<file path="config.mk">
export PLATFORM = sky130hd
export DESIGN_NAME = bvp_host
export DESIGN_NICKNAME = d
export VERILOG_FILES = /design/src/logic/bvp_pkg.sv /design/src/logic/bvp_host.sv
export SDC_FILE = /design/constraint.sdc
export NUM_CORES = 1
export LEC_CHECK = 0
export BUFFER_PORTS_ARGS = -buffer_cell sky130_fd_sc_hd__buf_4
export CAP_MARGIN = 20
export CORE_MARGIN = 2
export CORE_UTILIZATION = 37
export DETAILED_ROUTE_END_ITERATION = 7
export PLACE_DENSITY = 0.62
export SKIP_LAST_GASP = 1
export SYNTH_ARGS = -nofsm -noshare
export SYNTH_HDL_FRONTEND = slang
export SYNTH_SLANG_ARGS = --single-unit
</file>
<file path="constraint.sdc">
create_clock -name clk -period 6.7 [get_ports clk]
set_clock_uncertainty 0.2 [all_clocks]
set_input_delay 1.34 -clock clk [delete_from_list [all_inputs] [get_ports clk]]
set_output_delay 1.34 -clock clk [all_outputs]
set_load 0.01 [all_outputs]
</file>
<file path="src/logic/bvp_pkg.sv">
`default_nettype none
package bvp_pkg;
    // Bus widths toward the flash pins and synchroniser depth
    localparam int ADDR_W   = 22;
    localparam int DQ_W     = 16;
    localparam int SYNC_N   = 3;
    // Clock period and bus timing in ns
    localparam int CLK_NS    = 4;
    localparam int T_WP_NS   = 40;
    localparam int T_WPH_NS  = 20;
    localparam int T_ACC_NS  = 80;
    localparam int T_BUSY_NS = 200;
    // Least times rounded up to whole cycles
    localparam int WP_CYC   = (T_WP_NS + CLK_NS - 1) / CLK_NS;
    localparam int WPH_CYC  = (T_WPH_NS + CLK_NS - 1) / CLK_NS;
    localparam int ACC_CYC  = (T_ACC_NS + CLK_NS - 1) / CLK_NS + SYNC_N;
    localparam int BUSY_CYC = (T_BUSY_NS + CLK_NS - 1) / CLK_NS;
    // Command data codes
    localparam logic [7:0] D_PROG   = 8'hA0;
    localparam logic [7:0] D_BUF    = 8'h25;
    localparam logic [7:0] D_ERASE  = 8'h80;
    localparam logic [7:0] D_RSTENT = 8'h90;
    localparam logic [7:0] D_EXIT   = 8'h00;
    localparam logic [7:0] D_VP_CLR = 8'h01;
    localparam logic [7:0] D_CHIP   = 8'h10;
    localparam logic [7:0] D_SECT   = 8'h30;
    localparam logic [7:0] D_ESUSP  = 8'hB0;
    localparam logic [7:0] D_PSUSP  = 8'h51;
    localparam logic [7:0] D_PRES   = 8'h50;
    localparam logic [7:0] D_CONF   = 8'h29;
    localparam logic [7:0] D_RESET  = 8'hF0;
    localparam logic [7:0] D_STAT   = 8'h70;
    // Status command address and status bit positions
    localparam logic [ADDR_W-1:0] A_STAT = 22'h000555;
    localparam int SR_READY   = 7;
    localparam int SR_TIMEOUT = 5;
    // Sector field and buffer limits
    localparam int SECT_LSB = 12;
    localparam logic [DQ_W-1:0] WC_MAX = 16'h007F;
    localparam logic [7:0] WC_LAST = 8'hFF;
    // Host orders
    typedef enum logic [4:0] {
        OP_RAW, OP_ENTER_BYPASS, OP_ENTER_VP, OP_WORD_ENTRY, OP_BUF_ENTRY,
        OP_ERASE_ENTRY, OP_RESET_ENTRY, OP_EXIT, OP_CHIP_ERASE, OP_SECTOR_ERASE,
        OP_SUSPEND, OP_RESUME, OP_DATA, OP_CONFIRM, OP_RESET, OP_STATUS,
        OP_VP_SET, OP_VP_CLEAR
    } bvp_op_t;
    // Mirror of the device command state
    typedef enum logic [4:0] {
        S_READ, S_BYP_IDLE, S_RESET_ENTRY, S_ERASE_ENTRY, S_CHIP_ERASING,
        S_SECTOR_ERASING, S_ESUSP_REQ, S_ERASE_SUSP, S_BUF_ENTRY, S_BUF_LOADING,
        S_WORD_ENTRY, S_PROGRAMMING, S_PSUSP_REQ, S_PROG_SUSP, S_HANG,
        S_VP_MODE, S_VP_SET, S_VP_EXIT
    } bvp_state_t;
    // Bus sequencer phases
    typedef enum logic [1:0] {PH_IDLE, PH_WR, PH_WH, PH_RD} bvp_phase_t;
    // User order
    typedef struct packed {
        bvp_op_t             op;
        logic [ADDR_W-1:0]   addr;
        logic [DQ_W-1:0]     data;
    } bvp_req_t;
    // Flash pin drive
    typedef struct packed {
        logic                ce_n;
        logic                we_n;
        logic                oe_n;
        logic [ADDR_W-1:0]   addr;
        logic [DQ_W-1:0]     dq_out;
        logic                dq_oe;
    } bvp_pins_t;
    // Result of a transition check
    typedef struct packed {
        logic                ok;
        bvp_state_t          nxt;
    } bvp_tr_t;
endpackage
`default_nettype wire

</file>
<file path="src/logic/bvp_host.sv">
// Function
// - Bypass idle takes A0, 25, 80, 90 entries
// - Erase entry starts chip or sector erase
// - Erase timeout hangs until F0 reset
// - B0 suspends sector erase after latency
// - Suspended erase takes resume, program, buffer entries
// - Use enhanced 51 suspend, legacy names noted
// - Buffer sector mismatch or count over 127 faults
// - Confirm 29 at sector after count reaches -1
// - 51 suspends program after latency, only when it started from erase suspend
// - Program timeout hangs until F0 reset
// - Volatile protection set, clear and exit writes
`timescale 1ns/100ps
`default_nettype none
module bvp_host
    import bvp_pkg::*;
#(
    parameter int ESUSP_LAT_NS = 20000,
    parameter int PSUSP_LAT_NS = 20000
)(
    input  wire logic             clk,
    input  wire logic             rst_n,
    input  wire logic             ce,
    input  wire logic             req_valid,
    input  wire bvp_req_t         req,
    output logic                  req_ready,
    output logic                  rsp_done,
    output logic                  rsp_err,
    output logic [7:0]            status,
    output bvp_state_t            mode,
    output bvp_pins_t             pins,
    input  wire logic [DQ_W-1:0]  flash_dq_in,
    input  wire logic             flash_ry
);
    // Longest latencies rounded down to cycles
    localparam logic [15:0] ESL_CYC = 16'(ESUSP_LAT_NS / CLK_NS);
    localparam logic [15:0] PSL_CYC = 16'(PSUSP_LAT_NS / CLK_NS);

    bvp_state_t         state_q, state_d;     // Device state mirror
    bvp_phase_t         ph_q, ph_d;           // Bus phase
    bvp_pins_t          pins_q, pins_d;       // Pin drive
    logic               susp_q, susp_d;       // Program started from erase suspend
    logic               rd_q, rd_d;           // Read follows the write
    logic               auto_q, auto_d;       // Completion status read
    logic [7:0]         wc_q, wc_d;           // Buffer word count
    logic [ADDR_W-SECT_LSB-1:0] sect_q, sect_d; // Buffer sector
    logic [15:0]        cnt_q, cnt_d;         // Phase timer
    logic [15:0]        lat_q, lat_d;         // Suspend latency timer
    logic [15:0]        hold_q, hold_d;       // Busy hold-off timer
    logic [DQ_W:0]      sy1_q, sy2_q, sy3_q;  // Pin synchroniser
    logic [DQ_W:0]      filt_q, filt_d;       // Agreed pin levels
    logic [7:0]         status_q, status_d;   // Last status byte
    logic               ready_q, ready_d;
    logic               done_q, done_d;
    logic               err_q, err_d;
    bvp_tr_t            tr;

    // Sector field of an address
    function automatic logic [ADDR_W-SECT_LSB-1:0] sect_of(input logic [ADDR_W-1:0] a);
        sect_of = a[ADDR_W-1:SECT_LSB];
    endfunction

    // Legal next state for an order
    function automatic bvp_tr_t next_of(input bvp_state_t st, input bvp_op_t op,
                                        input logic susp, input logic [7:0] wc,
                                        input logic sm, input logic [DQ_W-1:0] d);
        bvp_tr_t r;
        r.ok  = 1'b1;
        r.nxt = st;
        case (st)
            S_READ:
                if (op == OP_ENTER_BYPASS) r.nxt = S_BYP_IDLE;
                else if (op == OP_ENTER_VP) r.nxt = S_VP_MODE;
                else r.ok = (op == OP_RAW);
            S_BYP_IDLE:
                if (op == OP_WORD_ENTRY) r.nxt = S_WORD_ENTRY;
                else if (op == OP_BUF_ENTRY) r.nxt = S_BUF_ENTRY;
                else if (op == OP_ERASE_ENTRY) r.nxt = S_ERASE_ENTRY;
                else if (op == OP_RESET_ENTRY) r.nxt = S_RESET_ENTRY;
                else r.ok = (op == OP_STATUS);
            S_RESET_ENTRY:
                if (op == OP_EXIT) r.nxt = S_READ;
                else r.ok = 1'b0;
            // erase start, status entry falls back to idle
            S_ERASE_ENTRY:
                if (op == OP_CHIP_ERASE) r.nxt = S_CHIP_ERASING;
                else if (op == OP_SECTOR_ERASE) r.nxt = S_SECTOR_ERASING;
                else if (op == OP_STATUS) r.nxt = S_BYP_IDLE;
                else r.ok = 1'b0;
            S_SECTOR_ERASING:
                if (op == OP_SUSPEND) r.nxt = S_ESUSP_REQ;
                else r.ok = (op == OP_STATUS) || (op == OP_SECTOR_ERASE);
            S_ERASE_SUSP:
                if (op == OP_RESUME) r.nxt = S_SECTOR_ERASING;
                else if (op == OP_WORD_ENTRY) r.nxt = S_WORD_ENTRY;
                else if (op == OP_BUF_ENTRY) r.nxt = S_BUF_ENTRY;
                else r.ok = (op == OP_STATUS) || (op == OP_RESET);
            S_BUF_ENTRY:
                if (op == OP_DATA && sm && d <= WC_MAX) r.nxt = S_BUF_LOADING;
                else r.ok = 1'b0;
            S_BUF_LOADING:
                if (wc == WC_LAST) r.ok = (op == OP_CONFIRM) && sm;
                else r.ok = (op == OP_DATA) && sm;
            S_WORD_ENTRY:
                r.ok = (op == OP_DATA);
            // program suspend from erase suspend only
            S_PROGRAMMING:
                if (op == OP_SUSPEND && susp) r.nxt = S_PSUSP_REQ;
                else r.ok = (op == OP_STATUS);
            S_PROG_SUSP:
                if (op == OP_RESUME) r.nxt = S_PROGRAMMING;
                else r.ok = (op == OP_STATUS);
            S_HANG:
                if (op == OP_RESET) r.nxt = susp ? S_ERASE_SUSP : S_BYP_IDLE;
                else r.ok = 1'b0;
            S_VP_MODE:
                if (op == OP_RESET_ENTRY) r.nxt = S_VP_EXIT;
                else if (op == OP_WORD_ENTRY) r.nxt = S_VP_SET;
                else if (op == OP_RESET) r.nxt = S_READ;
                else r.ok = (op == OP_STATUS);
            S_VP_SET:
                if (op == OP_VP_SET || op == OP_VP_CLEAR || op == OP_EXIT) r.nxt = S_VP_MODE;
                else r.ok = 1'b0;
            S_VP_EXIT:
                if (op == OP_EXIT) r.nxt = S_READ;
                else r.ok = 1'b0;
            S_CHIP_ERASING, S_ESUSP_REQ, S_PSUSP_REQ:
                r.ok = (op == OP_STATUS);
            default:
                r.ok = 1'b0;
        endcase
        if (st == S_BUF_LOADING && r.ok && op == OP_CONFIRM) r.nxt = S_PROGRAMMING;
        if (st == S_WORD_ENTRY && r.ok) r.nxt = S_PROGRAMMING;
        next_of = r;
    endfunction

    // Data placed on the bus for an order
    function automatic logic [DQ_W-1:0] data_of(input bvp_op_t op, input bvp_state_t st,
                                                input logic [DQ_W-1:0] d);
        logic [7:0] c;
        c = 8'h00;
        case (op)
            OP_WORD_ENTRY:   c = D_PROG;
            OP_BUF_ENTRY:    c = D_BUF;
            OP_ERASE_ENTRY:  c = D_ERASE;
            OP_RESET_ENTRY:  c = D_RSTENT;
            OP_CHIP_ERASE:   c = D_CHIP;
            OP_SECTOR_ERASE: c = D_SECT;
            // enhanced codes where a choice exists
            OP_SUSPEND:      c = (st == S_PROGRAMMING) ? D_PSUSP : D_ESUSP;
            OP_RESUME:       c = (st == S_PROG_SUSP) ? D_PRES : D_SECT;
            OP_CONFIRM:      c = D_CONF;
            OP_RESET:        c = D_RESET;
            OP_STATUS:       c = D_STAT;
            OP_VP_CLEAR:     c = D_VP_CLR;
            default:         c = D_EXIT;
        endcase
        if (op == OP_RAW || op == OP_DATA || op == OP_ENTER_BYPASS || op == OP_ENTER_VP)
            data_of = d;
        else
            data_of = {{(DQ_W-8){1'b0}}, c};
    endfunction

    assign tr = next_of(state_q, req.op, susp_q, wc_q, sect_of(req.addr) == sect_q, req.data);

    // Next-value logic for all state
    always_comb
    begin
        state_d  = state_q;
        ph_d     = ph_q;
        pins_d   = pins_q;
        susp_d   = susp_q;
        rd_d     = rd_q;
        auto_d   = auto_q;
        wc_d     = wc_q;
        sect_d   = sect_q;
        status_d = status_q;
        done_d   = 1'b0;
        err_d    = 1'b0;
        cnt_d    = (cnt_q != 16'h0000) ? cnt_q - 16'h0001 : cnt_q;
        lat_d    = (lat_q != 16'h0000) ? lat_q - 16'h0001 : lat_q;
        hold_d   = (hold_q != 16'h0000) ? hold_q - 16'h0001 : hold_q;
        // Agreement of the last two synchroniser stages
        filt_d   = (~(sy2_q ^ sy3_q) & sy3_q) | ((sy2_q ^ sy3_q) & filt_q);
        case (ph_q)
            // Take an order, or poll a finished operation
            PH_IDLE:
                if (req_valid && ready_q)
                begin
                    if (tr.ok)
                    begin
                        state_d = tr.nxt;
                        if (req.op == OP_BUF_ENTRY) sect_d = sect_of(req.addr);
                        if (req.op == OP_WORD_ENTRY || req.op == OP_BUF_ENTRY)
                            susp_d = (state_q == S_ERASE_SUSP);
                        if (req.op == OP_RESUME && state_q == S_ERASE_SUSP) susp_d = 1'b0;
                        if (state_q == S_BUF_ENTRY) wc_d = req.data[7:0];
                        if (state_q == S_BUF_LOADING && req.op == OP_DATA) wc_d = wc_q - 8'h01;
                        rd_d          = (req.op == OP_STATUS);
                        pins_d.ce_n   = 1'b0;
                        pins_d.we_n   = 1'b0;
                        pins_d.dq_oe  = 1'b1;
                        pins_d.addr   = (req.op == OP_STATUS) ? A_STAT : req.addr;
                        pins_d.dq_out = data_of(req.op, state_q, req.data);
                        ph_d          = PH_WR;
                        cnt_d         = 16'(WP_CYC - 1);
                        hold_d        = 16'(BUSY_CYC);
                    end
                    else
                        err_d = 1'b1;
                end
                else if ((state_q == S_CHIP_ERASING || state_q == S_SECTOR_ERASING ||
                          state_q == S_PROGRAMMING) && hold_q == 16'h0000 && filt_q[DQ_W])
                begin
                    auto_d        = 1'b1;
                    rd_d          = 1'b1;
                    pins_d.ce_n   = 1'b0;
                    pins_d.we_n   = 1'b0;
                    pins_d.dq_oe  = 1'b1;
                    pins_d.addr   = A_STAT;
                    pins_d.dq_out = {{(DQ_W-8){1'b0}}, D_STAT};
                    ph_d          = PH_WR;
                    cnt_d         = 16'(WP_CYC - 1);
                end
            // Write strobe low time
            PH_WR:
                if (cnt_q == 16'h0000)
                begin
                    pins_d.we_n = 1'b1;
                    ph_d        = PH_WH;
                    cnt_d       = 16'(WPH_CYC - 1);
                end
            // Data hold, then release or read
            PH_WH:
                if (cnt_q == 16'h0000)
                begin
                    pins_d.dq_oe = 1'b0;
                    if (rd_q)
                    begin
                        pins_d.oe_n = 1'b0;
                        ph_d        = PH_RD;
                        cnt_d       = 16'(ACC_CYC - 1);
                    end
                    else
                    begin
                        pins_d.ce_n = 1'b1;
                        ph_d        = PH_IDLE;
                        done_d      = ~auto_q;
                    end
                end
            // Status sample and completion outcome
            PH_RD:
                if (cnt_q == 16'h0000)
                begin
                    status_d    = filt_q[7:0];
                    pins_d.ce_n = 1'b1;
                    pins_d.oe_n = 1'b1;
                    ph_d        = PH_IDLE;
                    rd_d        = 1'b0;
                    done_d      = ~auto_q;
                    auto_d      = 1'b0;
                    if (auto_q && filt_q[SR_READY])
                    begin
                        if (filt_q[SR_TIMEOUT]) state_d = S_HANG;
                        else state_d = susp_q ? S_ERASE_SUSP : S_BYP_IDLE;
                    end
                end
            default:
                ph_d = PH_IDLE;
        endcase
        if (state_q == S_ESUSP_REQ && lat_q == 16'h0000) state_d = S_ERASE_SUSP;
        if (state_q == S_PSUSP_REQ && lat_q == 16'h0000) state_d = S_PROG_SUSP;
        if (state_d == S_ESUSP_REQ && state_q != S_ESUSP_REQ) lat_d = ESL_CYC;
        if (state_d == S_PSUSP_REQ && state_q != S_PSUSP_REQ) lat_d = PSL_CYC;
        ready_d = (ph_d == PH_IDLE);
    end

    // Register stage with clock enable
    always_ff @(posedge clk)
    begin
        if (!rst_n)
        begin
            state_q  <= S_READ;
            ph_q     <= PH_IDLE;
            pins_q   <= '{ce_n: 1'b1, we_n: 1'b1, oe_n: 1'b1, addr: '0, dq_out: '0, dq_oe: 1'b0};
            susp_q   <= 1'b0;
            rd_q     <= 1'b0;
            auto_q   <= 1'b0;
            wc_q     <= 8'h00;
            sect_q   <= '0;
            cnt_q    <= 16'h0000;
            lat_q    <= 16'h0000;
            hold_q   <= 16'h0000;
            sy1_q    <= '0;
            sy2_q    <= '0;
            sy3_q    <= '0;
            filt_q   <= '0;
            status_q <= 8'h00;
            ready_q  <= 1'b0;
            done_q   <= 1'b0;
            err_q    <= 1'b0;
        end
        else if (ce)
        begin
            state_q  <= state_d;
            ph_q     <= ph_d;
            pins_q   <= pins_d;
            susp_q   <= susp_d;
            rd_q     <= rd_d;
            auto_q   <= auto_d;
            wc_q     <= wc_d;
            sect_q   <= sect_d;
            cnt_q    <= cnt_d;
            lat_q    <= lat_d;
            hold_q   <= hold_d;
            sy1_q    <= {flash_ry, flash_dq_in};
            sy2_q    <= sy1_q;
            sy3_q    <= sy2_q;
            filt_q   <= filt_d;
            status_q <= status_d;
            ready_q  <= ready_d;
            done_q   <= done_d;
            err_q    <= err_d;
        end
    end

    assign req_ready = ready_q;
    assign rsp_done  = done_q;
    assign rsp_err   = err_q;
    assign status    = status_q;
    assign mode      = state_q;
    assign pins      = pins_q;
endmodule
`default_nettype wire

</file>
==> flow_summary.json <==
{
  "r2r_end": "lat_q[15]",
  "status": "completed",
  "final_cell_mix": "165 x dfxtp_1, 152 x nand2_1, 124 x buf_4, 104 x nor2_1, 62 x nand3_1",
  "min_period_ns": 5.090,
  "fin_setup_tns_ns": 0,
  "rows": 58,
  "worstSetupStartpoint": "mode[3]",
  "slew_headroom_pct": 30.69,
  "clockBufferDepth": 2,
  "wl_per_cell_um": 16.29,
  "synth_seq_cells": 165,
  "max_freq_mhz": 196.5,
  "clk_latency_ns": 0.43,
  "start_util_pct": 37.71,
  "die_w_um": 164.2,
  "finalPower_w": 0.003490,
  "drt-initial-drc-count": 705,
  "ant_nets": 0,
  "drv_slew": 0,
  "register_area_um2": 3303,
  "max_stage_delay_ns": 0.93,
  "grt_usage_pct": 19.89,
  "drive_gt1_share_pct": 13.51,
  "multiInputGateArea_um2": 5746,
  "ios": 122,
  "syn-instance-count": 1215,
  "drc": 0,
  "grt_pass1_wl_um": 43520,
  "synth_area_um2": 9495,
  "setup-violations-final": 0,
  "powerDensity_nw_per_um2": 314.6,
  "cts_buffers": 17,
  "gp_congestion": 0.9244,
  "power.static_leakage_nw": 4.230,
  "r2r_slack_ns": 1.61,
  "cts.clk_slew.worst_paths_ns": 0.07,
  "crit_required_ns": 6.82,
  "antenna_found_initial": 1,
  "fillers": 2549,
  "totalWireLength_um": 26380,
  "grt.overflow.total": 0,
  "io_buffers": 113,
  "synthArstFlopShare_pct": 0,
  "synthFlopType": "dfxtp_1",
  "postCtsResizedCells": 0,
  "finalCritPeriodShare_pct": 75.97,
  "syn_to_final_growth_pct": 16.83,
  "worstMarginPinSlew_ns": 1.032,
  "ys_seq_area_share_pct": 34.79,
  "postCtsSetupRepairBufs": 0,
  "layout_commonest_cell": "dfxtp_1",
  "end_kind": "flip-flop",
  "num_vias": 9032,
  "grt_pass1_vias": 8475,
  "dieArea_um2": 26960,
  "final_net_count": 1350,
  "yosysUniqueCellTypes": 74,
  "path_cells": "nor3b_1 > nand2_1 > nor4_1 > nand4b_1 > o41ai_2 > o21bai_1 > o221ai_1 > mux2i_1 > nor4_4 > buf_4 > a21oi_1 > o21a_1",
  "synth_nets": 1290,
  "critPathLaunchType": "flip-flop",
  "hp-class": "reg2reg",
  "worstPathArrival_ns": 5.21,
  "synth.avg_cell_area_um2": 7.815,
  "via_per_inst": 5.579,
  "regToRegStartpoint": "mode[3]",
  "rsz0062_at_grt": "false",
  "grt_max_degree": 95,
  "postCtsHoldBufs": 0,
  "clock-root-buffer": "clkbuf_16",
  "critPathSlowestCell": "nor4_4",
  "cts.sinks": 165,
  "synth_edf_count": 0,
  "dp_hpwl_um": 18410,
  "synth_warnings": 0,
  "htree_levels": 4,
  "core-area_um2": 25180,
  "path_class": "reg2reg",
  "tritoncts": "done",
  "die_y_um": 164.2,
  "worst-path-max-fanout": 22,
  "finalHoldViolCount": 0,
  "maxCapViolCount": 0,
  "reg2regPathDepth": 12,
  "endpoint": "lat_q[15]",
  "ir_drop_v": 0.0001698,
  "drt_first_pass_iters": 5
}
## layer usage
metal | global-route usage [%] | vias to the layer above | part of all wire, %
met2 | 30.16 | 295 | 44
met3 | 5.354 | 46 | 7.2
li1 | - | 4478 | -
met5 | 0 | - | 0
met1 | 26.91 | 4213 | 47
met4 | 7.456 | 0 | 2.2
## cell families after synthesis
logic type | Yosys count | share of synthesized area, %
flip-flops | 165 | 34.79
adder cells (fa/ha/maj) | 11 | 1.449
AND/OR/NAND/NOR | 562 | 30.25
XOR/XNOR | 37 | 3.413
buffers and inverters | 109 | 4.770
multiplexers | 43 | 4.533
AO/OA/AOI/OAI | 288 | 20.79
## critical path: cells and delay by family, from the launching register on
| kind | cells | cell delay (ns) |
|---|---|---|
| simple gates | 5 | 2.56 |
| compound gates | 5 | 0.95 |
| flops | 1 | 0.82 |
| buf+inv | 1 | 0.27 |
| mux | 1 | 0.17 |
## stage by stage
step / util, % / hold WS (ns) / setup WS [ns] / std cells / area, µm²
2_1_floorplan: - / 0.2369 / 2.481 / 1215 / 9495
3_3_place_gp: 41.64 / 0.2466 / 1.316 / 1585 / 10490
3_5_place_dp: 41.64 / 0.2590 / 1.323 / 1585 / 10490
4_1_cts: 43.98 / 0.2683 / 1.677 / 1617 / 11080
5_1_grt: 44.04 / 0.2955 / 1.174 / 1618 / 11090
6_report: 44.05 / 0.2649 / 1.610 / 1619 / 11090
## cell usage after synthesis, drive strengths merged (6+ instances only)
cell type,n,area (µm²)
and3,6,37.54
o211a,7,70.07
nor2b,56,350.3
nand2,152,570.6
ha,11,137.6
o32ai,7,61.31
xnor2,22,192.7
and2,8,50.05
nand2b,17,106.4
nor4,25,192.7
a31oi,9,56.30
o21ai,53,265.3
o21a,8,60.06
a21oi,55,275.3
mux2i,43,430.4
o211ai,10,75.07
a21o,13,97.59
buf,29,152.6
nand4,13,81.33
inv,24,90.09
a211oi,9,67.56
nand3,63,327.8
a21boi,61,457.9
nor2,104,390.4
nor3,59,295.3
dfxtp,165,3303
or3,6,37.54
xor2,15,131.4
clkbuf,55,206.5
nor3b,16,120.1
## sequential cells by signal, summed over array words and instances, names as in the netlist, named ones only
register / cells
sy3_q: 9
rsp_err: 1
cnt_q: 16
rd_q: 1
wc_q: 8
hold_q: 16
rsp_done: 1
sy2_q: 9
susp_q: 1
req_ready: 1
pins: 42
lat_q: 16
sect_q: 10
status: 8
sy1_q: 9
mode: 5
ph_q: 2
auto_q: 1
## worst min path at each step
stage	start	cells past startpoint	end
2_1_floorplan	hold_q[9]	2	hold_q[9]
3_3_place_gp	hold_q[9]	2	hold_q[9]
3_5_place_dp	pins[9]	2	pins[9]
4_1_cts	pins[9]	2	pins[9]
5_1_grt	pins[20]	2	pins[20]
6_report	pins[9]	2	pins[9]
## power by group
part / switching [W] / internal [W] / leakage (nW) / total, W
clock network: 0.000446 / 0.000529 / 0.278 / 0.000975
registers: 0.000150 / 0.00112 / 1.34 / 0.00127
logic: 0.000724 / 0.000520 / 2.61 / 0.00124
## layout make-up
type	instances	area share [%]
antenna	1	0.02256
clock buffer	18	3.869
clock inverter	14	1.444
inverter	25	0.8459
multi-input combinational	941	51.79
sequential	165	29.78
tap	330	3.722
timing repair buffer	125	8.527
(Power assumes the default switching activity.)
